<file path="src/logic/pfs_pkg.sv">
// constants and types shared by the fault and gpio supervisor
`default_nettype none
package pfs_pkg;
  // ------------------------------------------------------------
  // sizes and timing
  // ------------------------------------------------------------
  localparam int NUM_OUT = 6;
  localparam int NUM_BUCK = 4;
  localparam int NUM_PIN = 8;
  localparam int CLK_HZ = 25_000_000;
  localparam int GLOBAL_OFF_MS = 200;
  localparam int RETRY_MS = 14;
  localparam int GLOBAL_OFF_CYC = CLK_HZ / 1000 * GLOBAL_OFF_MS;
  localparam int RETRY_CYC = CLK_HZ / 1000 * RETRY_MS;
  localparam int TMR_W = 23;
  localparam int RUN_W = 6;
  localparam logic [RUN_W-1:0] WARN_RUN = 6'h10;
  localparam logic [RUN_W-1:0] HARD_RUN = 6'h02;
  localparam logic [RUN_W-1:0] SHORT_RUN = 6'h20;
  // ------------------------------------------------------------
  // fault bit positions in the latched fault vector
  // ------------------------------------------------------------
  localparam int FB_UVOV = 0;
  localparam int FB_CURRENT_LIMIT_STATUS = 1;
  localparam int FB_TWARN = 2;
  localparam int FB_TSHD = 3;
  localparam int NUM_FB = 4;
  // ------------------------------------------------------------
  // gpio functions and their defaults
  // ------------------------------------------------------------
  localparam int FN_W = 3;
  localparam logic [FN_W-1:0] FN_INPUT = 3'h0;
  localparam logic [FN_W-1:0] FN_RESET = 3'h1;
  localparam logic [FN_W-1:0] FN_IRQ = 3'h2;
  localparam logic [FN_W-1:0] FN_PWREN = 3'h3;
  localparam logic [FN_W-1:0] FN_EXT_EN = 3'h4;
  localparam logic [FN_W-1:0] FN_BUTTON = 3'h5;
  localparam logic [FN_W-1:0] FN_LED = 3'h6;
  localparam logic [FN_W-1:0] FN_MODE = 3'h7;
  localparam logic [NUM_PIN*FN_W-1:0] FN_DEFAULT = 24'h8C7FF9;
  localparam logic [NUM_PIN-1:0] TRI_PINS = 8'h1E;
  localparam logic [NUM_PIN-1:0] BUTTON_OK = 8'h60;
  localparam logic [NUM_PIN-1:0] LED_OK = 8'h80;
  localparam int SETTLE_CYC = 16;
  localparam int SET_W = 5;
  // three-level codes
  localparam logic [1:0] LV_LOW = 2'h0;
  localparam logic [1:0] LV_FLOAT = 2'h1;
  localparam logic [1:0] LV_HIGH = 2'h2;
  typedef enum logic [2:0] {
    PFS_ST_START, PFS_ST_ACTIVE, PFS_ST_OVUV, PFS_ST_THERM, PFS_ST_VINOV
  } pfs_state_t;
endpackage : pfs_pkg
`default_nettype wire

</file>
<file path="src/logic/pfs_oc_run.sv">
// consecutive switching-cycle run counter for one overcurrent threshold
`default_nettype none
module pfs_oc_run (
  // clock and reset
  input wire logic clk,
  input wire logic rst,
  // one pulse per switching cycle, with the sampled comparison
  input wire logic cyc,
  input wire logic over,
  input wire logic [pfs_pkg::RUN_W-1:0] limit,
  input wire logic strict,
  // trip level
  output logic trip
);
  logic [pfs_pkg::RUN_W-1:0] run;

  // saturate so a long run does not wrap and drop the trip
  always_ff @(posedge clk) begin
    if (rst) begin
      run <= '0;
    end else if (cyc) begin
      if (!over) begin
        run <= '0;
      end else if (run != {pfs_pkg::RUN_W{1'b1}}) begin
        run <= run + 1'b1;
      end
    end
  end

  // strict means "more than" the count, otherwise "reached"
  always_ff @(posedge clk) begin
    if (rst) begin
      trip <= 1'b0;
    end else begin
      trip <= strict ? (run > limit) : (run >= limit);
    end
  end
endmodule : pfs_oc_run
`default_nettype wire

</file>
<file path="src/logic/pfs_strap.sv">
// power-up sampling and latching of the three-level strap pins
`default_nettype none
module pfs_strap (
  // clock and reset
  input wire logic clk,
  input wire logic rst,
  // pin levels: driven high, driven low, and weak-bias reading
  input wire logic [pfs_pkg::NUM_PIN-1:0] pin_in,
  input wire logic [pfs_pkg::NUM_PIN-1:0] pin_float,
  // latched result, two bits per pin
  output logic [2*pfs_pkg::NUM_PIN-1:0] strap_level,
  output logic strap_done,
  output logic bias_en
);
  logic [pfs_pkg::SET_W-1:0] settle;

  // wait for the bias to settle, then take one sample only
  always_ff @(posedge clk) begin
    if (rst) begin
      settle <= '0;
      strap_done <= 1'b0;
    end else if (!strap_done) begin
      if (settle == pfs_pkg::SET_W'(pfs_pkg::SETTLE_CYC)) begin
        strap_done <= 1'b1;
      end else begin
        settle <= settle + 1'b1;
      end
    end
  end

  always_ff @(posedge clk) begin
    if (rst) begin
      strap_level <= '0;
    end else if (!strap_done && settle ==
                 pfs_pkg::SET_W'(pfs_pkg::SETTLE_CYC)) begin
      for (int i = 0; i < pfs_pkg::NUM_PIN; i++) begin
        if (pfs_pkg::TRI_PINS[i]) begin
          strap_level[2*i +: 2] <= pin_float[i] ? pfs_pkg::LV_FLOAT :
            (pin_in[i] ? pfs_pkg::LV_HIGH : pfs_pkg::LV_LOW);
        end
      end
    end
  end

  // bias only until the latch, saves io supply current afterwards
  always_ff @(posedge clk) begin
    if (rst) begin
      bias_en <= 1'b1;
    end else begin
      bias_en <= !strap_done && settle !=
                 pfs_pkg::SET_W'(pfs_pkg::SETTLE_CYC);
    end
  end
endmodule : pfs_strap
`default_nettype wire

</file>
<file path="src/logic/pfs_supervisor.sv">
// fault supervisor, restart sequencing and gpio function control
`default_nettype none
module pfs_supervisor (
  // clock and reset
  input wire logic clk,
  input wire logic rst,
  // output rail monitors
  input wire logic [pfs_pkg::NUM_OUT-1:0] out_uv,
  input wire logic [pfs_pkg::NUM_OUT-1:0] out_ov,
  input wire logic [pfs_pkg::NUM_OUT-1:0] overvoltage_mask_bit_wr,
  input wire logic [pfs_pkg::NUM_OUT-1:0] undervoltage_mask_bit_wr,
  input wire logic mask_wr,
  input wire logic fault_shutdown_disable,
  // buck current sensing, one cycle pulse per switching cycle
  input wire logic [pfs_pkg::NUM_BUCK-1:0] sw_cycle,
  input wire logic buck1_warn_level,
  input wire logic buck1_hard_level,
  input wire logic [pfs_pkg::NUM_BUCK-1:0] buck_at_limit,
  input wire logic [pfs_pkg::NUM_BUCK-1:0] current_limit_shutdown_enable,
  input wire logic [pfs_pkg::NUM_BUCK-1:0] current_limit_mask_bit_wr,
  // thermal and input monitors
  input wire logic temp_warn,
  input wire logic temp_shd,
  input wire logic thermal_warn_mask_wr,
  input wire logic thermal_shd_mask_wr,
  input wire logic input_overvoltage_level,
  input wire logic power_seq_done,
  // fault bit read strobe, one per fault bit
  input wire logic [pfs_pkg::NUM_FB-1:0] fault_read,
  // gpio pins and function writes
  input wire logic [pfs_pkg::NUM_PIN-1:0] pin_in,
  input wire logic [pfs_pkg::NUM_PIN-1:0] pin_float,
  input wire logic fn_wr,
  input wire logic [2:0] fn_wr_pin,
  input wire logic [pfs_pkg::FN_W-1:0] fn_wr_val,
  // rail enables and status
  output logic [pfs_pkg::NUM_OUT-1:0] rail_en,
  output logic [pfs_pkg::NUM_OUT-1:0] uv_flag,
  output logic [pfs_pkg::NUM_OUT-1:0] ov_flag,
  output logic [pfs_pkg::NUM_BUCK-1:0] current_limit_status,
  output logic thermal_warn_flag,
  output logic thermal_shd_flag,
  output logic [pfs_pkg::NUM_FB-1:0] fault_bits,
  output logic restart_seq,
  output logic [2:0] state_code,
  // host pins
  output logic reset_out_n,
  output logic interrupt_out_n,
  // gpio side
  output logic [pfs_pkg::NUM_PIN*pfs_pkg::FN_W-1:0] pin_fn,
  output logic fn_wr_reject,
  output logic [2*pfs_pkg::NUM_PIN-1:0] strap_level,
  output logic strap_done,
  output logic io_supply_bias_en
);
  // ------------------------------------------------------------
  // masks and state
  // ------------------------------------------------------------
  pfs_pkg::pfs_state_t state;
  pfs_pkg::pfs_state_t next_state;
  logic [pfs_pkg::NUM_OUT-1:0] ov_mask;
  logic [pfs_pkg::NUM_OUT-1:0] uv_mask;
  logic [pfs_pkg::NUM_BUCK-1:0] current_limit_status_mask;
  logic twarn_mask;
  logic tshd_mask;
  logic [pfs_pkg::TMR_W-1:0] gtmr;
  logic [pfs_pkg::TMR_W-1:0] rtmr [pfs_pkg::NUM_BUCK];
  logic [pfs_pkg::NUM_BUCK-1:0] buck_off;
  logic [pfs_pkg::NUM_BUCK-1:0] run16;
  logic [pfs_pkg::NUM_BUCK-1:0] run32;
  logic b1_warn;
  logic b1_hard;
  logic uvov_watch;
  logic uvov_event;
  logic [pfs_pkg::NUM_FB-1:0] fault_now;
  logic [pfs_pkg::NUM_FB-1:0] fault_set;
  logic gtmr_done;

  function automatic logic gtmr_hit(input logic [pfs_pkg::TMR_W-1:0] t,
                                    input int n);
    gtmr_hit = t >= pfs_pkg::TMR_W'(n - 1);
  endfunction : gtmr_hit

  // masks set after reset; software clears via write strobe
  always_ff @(posedge clk) begin
    if (rst) begin
      ov_mask <= '1;
      uv_mask <= '1;
      current_limit_status_mask <= '1;
      twarn_mask <= 1'b1;
      tshd_mask <= 1'b1;
    end else if (mask_wr) begin
      ov_mask <= overvoltage_mask_bit_wr;
      uv_mask <= undervoltage_mask_bit_wr;
      current_limit_status_mask <= current_limit_mask_bit_wr;
      twarn_mask <= thermal_warn_mask_wr;
      tshd_mask <= thermal_shd_mask_wr;
    end
  end

  // ------------------------------------------------------------
  // overcurrent run counters
  // ------------------------------------------------------------
  pfs_oc_run u_b1_warn (
    .clk(clk), .rst(rst), .cyc(sw_cycle[0]), .over(buck1_warn_level),
    .limit(pfs_pkg::WARN_RUN), .strict(1'b1), .trip(b1_warn)
  );
  pfs_oc_run u_b1_hard (
    .clk(clk), .rst(rst), .cyc(sw_cycle[0]), .over(buck1_hard_level),
    .limit(pfs_pkg::HARD_RUN), .strict(1'b1), .trip(b1_hard)
  );

  for (genvar b = 1; b < pfs_pkg::NUM_BUCK; b++) begin : g_buck
    pfs_oc_run u_r16 (
      .clk(clk), .rst(rst), .cyc(sw_cycle[b]), .over(buck_at_limit[b]),
      .limit(pfs_pkg::WARN_RUN), .strict(1'b0), .trip(run16[b])
    );
    pfs_oc_run u_r32 (
      .clk(clk), .rst(rst), .cyc(sw_cycle[b]), .over(buck_at_limit[b]),
      .limit(pfs_pkg::SHORT_RUN), .strict(1'b0), .trip(run32[b])
    );
  end
  assign run16[0] = b1_warn;
  assign run32[0] = 1'b0;

  // ------------------------------------------------------------
  // real-time flags
  // ------------------------------------------------------------
  always_ff @(posedge clk) begin
    if (rst) begin
      uv_flag <= '0;
      ov_flag <= '0;
      current_limit_status <= '0;
      thermal_warn_flag <= 1'b0;
      thermal_shd_flag <= 1'b0;
    end else begin
      uv_flag <= out_uv;
      ov_flag <= out_ov;
      current_limit_status <= run16;
      thermal_warn_flag <= temp_warn;
      thermal_shd_flag <= temp_shd;
    end
  end

  // an output counts only while both its masks and the disable are clear
  always_comb begin
    uvov_event = 1'b0;
    for (int i = 0; i < pfs_pkg::NUM_OUT; i++) begin
      if (!ov_mask[i] && !uv_mask[i] && !fault_shutdown_disable) begin
        uvov_event = uvov_event | out_uv[i] | out_ov[i];
      end
    end
  end
  assign uvov_watch = uvov_event;

  // ------------------------------------------------------------
  // latched fault bits, set wins over read
  // ------------------------------------------------------------
  always_comb begin
    fault_now = '0;
    fault_now[pfs_pkg::FB_UVOV] = |(out_uv | out_ov);
    fault_now[pfs_pkg::FB_CURRENT_LIMIT_STATUS] = |run16;
    fault_now[pfs_pkg::FB_TWARN] = temp_warn;
    fault_now[pfs_pkg::FB_TSHD] = temp_shd;
    fault_set = '0;
    fault_set[pfs_pkg::FB_UVOV] = |((out_uv | out_ov) & ~(ov_mask | uv_mask));
    fault_set[pfs_pkg::FB_CURRENT_LIMIT_STATUS] = |(run16 & ~current_limit_status_mask);
    fault_set[pfs_pkg::FB_TWARN] = temp_warn && !twarn_mask;
    fault_set[pfs_pkg::FB_TSHD] = temp_shd && !tshd_mask;
  end

  always_ff @(posedge clk) begin
    if (rst) begin
      fault_bits <= '0;
    end else begin
      for (int i = 0; i < pfs_pkg::NUM_FB; i++) begin
        if (fault_set[i]) begin
          fault_bits[i] <= 1'b1;
        end else if (fault_read[i] && !fault_now[i]) begin
          fault_bits[i] <= 1'b0;
        end
      end
    end
  end

  always_ff @(posedge clk) begin
    if (rst) begin
      interrupt_out_n <= 1'b1;
    end else begin
      interrupt_out_n <= ~(|fault_bits);
    end
  end

  // ------------------------------------------------------------
  // global state machine
  // ------------------------------------------------------------
  assign gtmr_done = gtmr_hit(gtmr, pfs_pkg::GLOBAL_OFF_CYC);

  always_comb begin
    next_state = state;
    unique case (state)
      pfs_pkg::PFS_ST_START: begin
        if (power_seq_done) next_state = pfs_pkg::PFS_ST_ACTIVE;
      end
      pfs_pkg::PFS_ST_ACTIVE: begin
        if (input_overvoltage_level) begin
          next_state = pfs_pkg::PFS_ST_VINOV;
        end else if (temp_shd && !tshd_mask) begin
          next_state = pfs_pkg::PFS_ST_THERM;
        end else if (uvov_watch) begin
          next_state = pfs_pkg::PFS_ST_OVUV;
        end
      end
      pfs_pkg::PFS_ST_OVUV: begin
        if (gtmr_done) next_state = pfs_pkg::PFS_ST_START;
      end
      pfs_pkg::PFS_ST_THERM: begin
        if (!temp_shd) next_state = pfs_pkg::PFS_ST_START;
      end
      pfs_pkg::PFS_ST_VINOV: begin
        if (!input_overvoltage_level) begin
          next_state = pfs_pkg::PFS_ST_START;
        end
      end
    endcase
  end

  always_ff @(posedge clk) begin
    if (rst) begin
      state <= pfs_pkg::PFS_ST_START;
    end else begin
      state <= next_state;
    end
  end

  // the delay restarts from zero at every fault entry
  always_ff @(posedge clk) begin
    if (rst || state != pfs_pkg::PFS_ST_OVUV) begin
      gtmr <= '0;
    end else if (!gtmr_done) begin
      gtmr <= gtmr + 1'b1;
    end
  end

  // ------------------------------------------------------------
  // per-buck shutdown and 14ms retry
  // ------------------------------------------------------------
  for (genvar b = 0; b < pfs_pkg::NUM_BUCK; b++) begin : g_retry
    logic trip_b;
    if (b == 0) begin : g_b1
      assign trip_b = b1_hard;
    end else begin : g_bx
      assign trip_b = run32[b] && current_limit_shutdown_enable[b] &&
                      !current_limit_status_mask[b] && fault_shutdown_disable;
    end
    always_ff @(posedge clk) begin
      if (rst) begin
        buck_off[b] <= 1'b0;
        rtmr[b] <= '0;
      end else if (trip_b && !buck_off[b]) begin
        buck_off[b] <= 1'b1;
        rtmr[b] <= '0;
      end else if (buck_off[b]) begin
        if (gtmr_hit(rtmr[b], pfs_pkg::RETRY_CYC)) begin
          buck_off[b] <= 1'b0;
        end else begin
          rtmr[b] <= rtmr[b] + 1'b1;
        end
      end
    end
  end

  // ------------------------------------------------------------
  // rail enables, restart request and reset pin
  // ------------------------------------------------------------
  always_ff @(posedge clk) begin
    if (rst) begin
      rail_en <= '0;
      restart_seq <= 1'b0;
      reset_out_n <= 1'b0;
    end else begin
      rail_en <= '0;
      if (next_state == pfs_pkg::PFS_ST_ACTIVE) begin
        rail_en <= {{(pfs_pkg::NUM_OUT-pfs_pkg::NUM_BUCK){1'b1}}, ~buck_off};
      end
      restart_seq <= next_state == pfs_pkg::PFS_ST_START &&
                     state != pfs_pkg::PFS_ST_START;
      reset_out_n <= !(|(out_uv | out_ov)) &&
                     next_state == pfs_pkg::PFS_ST_ACTIVE;
    end
  end
  assign state_code = 3'(state);

  // ------------------------------------------------------------
  // gpio straps and function assignment
  // ------------------------------------------------------------
  pfs_strap u_strap (
    .clk(clk), .rst(rst), .pin_in(pin_in), .pin_float(pin_float),
    .strap_level(strap_level), .strap_done(strap_done),
    .bias_en(io_supply_bias_en)
  );

  // three-level pins stay fixed; button and led only where supported
  always_ff @(posedge clk) begin
    if (rst) begin
      pin_fn <= pfs_pkg::FN_DEFAULT;
      fn_wr_reject <= 1'b0;
    end else begin
      fn_wr_reject <= 1'b0;
      if (fn_wr) begin
        if (pfs_pkg::TRI_PINS[fn_wr_pin] ||
            (fn_wr_val == pfs_pkg::FN_BUTTON &&
             !pfs_pkg::BUTTON_OK[fn_wr_pin]) ||
            (fn_wr_val == pfs_pkg::FN_LED && !pfs_pkg::LED_OK[fn_wr_pin]) ||
            fn_wr_val == pfs_pkg::FN_MODE) begin
          fn_wr_reject <= 1'b1;
        end else begin
          pin_fn[fn_wr_pin*pfs_pkg::FN_W +: pfs_pkg::FN_W] <= fn_wr_val;
        end
      end
    end
  end
endmodule : pfs_supervisor
`default_nettype wire

</file>
<file path="config.mk">
export PLATFORM = sky130hd
export DESIGN_NAME = pfs_supervisor
export DESIGN_NICKNAME = d
export VERILOG_FILES = /design/src/logic/pfs_pkg.sv /design/src/logic/pfs_oc_run.sv /design/src/logic/pfs_strap.sv /design/src/logic/pfs_supervisor.sv
export SDC_FILE = /design/constraint.sdc
export NUM_CORES = 1
export LEC_CHECK = 0
export ABC_AREA = 1
export BUFFER_PORTS_ARGS = -buffer_cell sky130_fd_sc_hd__buf_2
export CORE_MARGIN = 2
export CORE_UTILIZATION = 40
export CTS_CLUSTER_SIZE = 8
export DETAILED_ROUTE_END_ITERATION = 12
export PLACE_DENSITY = 0.54
export SETUP_SLACK_MARGIN = 0.2
export SYNTH_ARGS = -nofsm -noshare
export SYNTH_HDL_FRONTEND = slang
export SYNTH_HIERARCHICAL = 1
export SYNTH_SLANG_ARGS = --single-unit
</file>
<file path="constraint.sdc">
create_clock -name clk -period 4.6 [get_ports clk]
set_clock_uncertainty 0.1 [all_clocks]
set_input_delay 0.46 -clock clk [delete_from_list [all_inputs] [get_ports clk]]
set_output_delay 0.46 -clock clk [all_outputs]
set_load 0.1 [all_outputs]
</file>
==> flow_metrics.env <==
export IMPL_outcome="completed"
export IMPL_gp_congestion=0.830
export IMPL_r2r_setup_slack_ns=1.72
export IMPL_max_freq_mhz=347
export IMPL_start_kind="flip-flop"
export IMPL_clkTransAtPathRegs_ns=0.05
export IMPL_setup_violations_final=0
export IMPL_crit_end="rtmr[0][3]"
export IMPL_dr_first_iter_drc_count=510
export IMPL_synth_cell_type_count=54
export IMPL_boundaryPins=156
export IMPL_postCtsResizedCells=0
export IMPL_critPathLaunch="rtmr[0][0]"
export IMPL_r2r_start="rtmr[0][0]"
export IMPL_cp_end_kind="flip-flop"
export IMPL_yosys_warnings=6
export IMPL_grt_overflow_total=0
export IMPL_p_per_area_nw_per_um2=352
export IMPL_drive_above_1_share=0.137
export IMPL_cts_path_max_buffers=3
export IMPL_synth_area_sq_um=14700
export IMPL_initial_utilization=0.405
export IMPL_worst_slew_pin_slew_ns=1.14
export IMPL_track_usage=0.176
export IMPL_nNetsFinal=2285
export IMPL_relSlewSlack=0.241
export IMPL_synth_common_cells="nand2_1, inv_1, nor2_1, dfxtp_1, nand3_1"
export IMPL_grt_pass1_wl_um=55500
export IMPL_reg2reg_to="rtmr[0][3]"
export IMPL_cts_tree="yes"
export IMPL_synth_flop_cell="dfxtp_1"
export IMPL_fin_setup_tns_ns=0
export IMPL_synth_async_sr_flop_share=0
export IMPL_maxCapViolations=0
export IMPL_synth_top_cell_area_share=0.236
export IMPL_min_path_type="in2reg"
export IMPL_ys_seq_area_frac=0.424
export IMPL_root_buffer="clkbuf_16"
export IMPL_vias=12300
export IMPL_synth_area_leader_cell="dfxtp_1"
export IMPL_synth_area_per_cell_sq_um=7.64
export IMPL_finalCritPeriodShare=0.627
export IMPL_ir_worst_vdd_v=0.000202
export IMPL_synthCells=1929
export IMPL_crit_type="reg2reg"
export IMPL_p_leak_uw=0.00794
export IMPL_wirelength_um=33200
export IMPL_slew_viol_final=0
export IMPL_cp_max_fo=23
export IMPL_grt_max_degree=55
export IMPL_dr_pass1_iters=6
export IMPL_cts_sinks=266
export IMPL_viasPerCell=4.67
export IMPL_die_area_sq_um=38400
export IMPL_wire_per_inst_um=12.6
export IMPL_dpl_hpwl_um=24500
export IMPL_grt_pass1_vias=11400
export IMPL_rsz0062_at_grt="false"
export IMPL_cp_arrival_ns=2.75
export IMPL_ant_nets=0
export IMPL_drc=0
export IMPL_die_h_um=196
export IMPL_cts_made_buffers=39
export IMPL_hold_viol_final=0
export IMPL_synth_seq_cells=266
export IMPL_syn2layout_area_growth_pct=16.4
export IMPL_cp_required_ns=4.47
export IMPL_cts_htree_levels=2
export IMPL_antenna_found_initial=3
export IMPL_period_needed_ns=2.88
export IMPL_synthTopCellsByArea="dfxtp_1, edfxtp_1, nand2_1, inv_1, nor2_1"
export IMPL_die_w_um=196
export IMPL_synth_edff_count=92
export IMPL_rows=70
export IMPL_core_area_sq_um=36400
export IMPL_final_cells=2630
export IMPL_io_buffer_count=137
export IMPL_dp_cells=2566
export IMPL_rr_worst_depth=6
export IMPL_synth_most_common_cell="nand2_1"
export IMPL_insertion_delay_ns=0.54
[timing repair]
item / 4_1_cts / 5_1_grt
buffers inserted: 0 / 0
hold buffers: 1 / 0
hold endpoints to repair: 1 / 0
[cell families (layout without fill, tap and decap cells)]
kind of cell,Yosys count,after routing,share of synthesized area
AOI/OAI and AO/OA,160,160,0.0588
DFF,266,266,0.424
other,3,81,0.000764
adders and majority gates,66,66,0.0560
buffers and inverters,366,521,0.100
and+or+nand+nor,1009,1009,0.325
xor gates and xnor gates,59,59,0.0351
[how the worst min path moves through the flow]
stage / slack, ns / to / startpoint / cells past startpoint
final: 0.03 / uv_flag[2] / out_uv[2] / 3
after global routing: 0.02 / uv_flag[1] / out_uv[1] / 3
after CTS: 0.004 / twarn_mask / thermal_warn_mask_wr / 3
after detailed placement: 0.32 / pin_fn[5] / pin_fn[5] / 1
after global placement: 0.32 / pin_fn[3] / pin_fn[3] / 1
after floorplan: 0.32 / current_limit_status[2] / g_buck[2].u_r16/trip / 2
[layer usage]
layer / routed length, um / part of all wire / GRT usage / up-vias
li1: - / - / - / 6528
met1: 15900 / 0.48 / 0.233 / 5520
met2: 15200 / 0.46 / 0.292 / 183
met3: 1480 / 0.045 / 0.0344 / 50
met4: 638 / 0.019 / 0.0530 / 4
met5: 27 / 0.00081 / 0 / -
[flip-flops by register name, summed over array words and instances (netlist names), 4 cells and up]
name                       cells
buck_off                       4
current_limit_status           4
current_limit_status_mask      4
fault_bits                     4
g_buck.u_r16/run              18
g_buck.u_r32/run              18
gtmr                          23
ov_flag                        6
ov_mask                        6
pin_fn                        24
rail_en                        5
rtmr                          92
u_b1_hard/run                  6
u_b1_warn/run                  6
u_strap/settle                 5
u_strap/strap_level            8
uv_flag                        6
uv_mask                        6
[worst max-delay path: stages, from the launching register on]
cell and delay [ns]:
edfxtp_1 0.41, ha_1 0.22, nand3_2 0.14, nor4_1 0.27
nand4_1 0.22, nand3_1 0.17, nand3_1 0.77
[where the power goes]
group	switching [uW]	total, uW	internal (uW)	leakage [uW]
combinational	638	807	168	0.00506
sequential	77.5	2610	2530	0.00236
clock	1030	2620	1590	0.000527
total	1750	6040	4290	0.00794
[per-stage QoR]
stage | area (sq um) | util | setup slack [ns] | hold slack [ns] | power [uW]
final | 17200 | 0.471 | 1.72 | 0.0341 | 6040
after global routing | 17200 | 0.471 | 1.39 | 0.0169 | 6330
after CTS | 17200 | 0.471 | 1.61 | 0.00357 | 6150
after detailed placement | 16000 | 0.440 | 1.45 | 0.322 | 3460
after global placement | 16000 | 0.440 | 1.51 | 0.324 | 3460
after floorplan | 15000 | - | 1.98 | 0.322 | 3290
[layout by cell type (no fill, tap or decap), types with 66 or more instances in the layout]
| master | instances |
|---|---|
| nand2_1 | 392 |
| inv_1 | 314 |
| nor2_1 | 266 |
| dfxtp_1 | 174 |
| buf_2 | 136 |
| nand3_1 | 110 |
| edfxtp_1 | 92 |
| a21oi_1 | 88 |
| conb_1 | 80 |
| ha_1 | 66 |
[final cells by class]
type / count / area [sq um]
antenna: 1 / 2.50
clock buffer: 59 / 1070
clock inverter: 3 / 32.5
fill: 3569 / 19300
inverter: 319 / 1200
multi-input combinational: 1374 / 7300
sequential: 266 / 6250
tap: 468 / 586
timing repair buffer: 140 / 713
No activity file was read; power rests on OpenSTA's default activity.
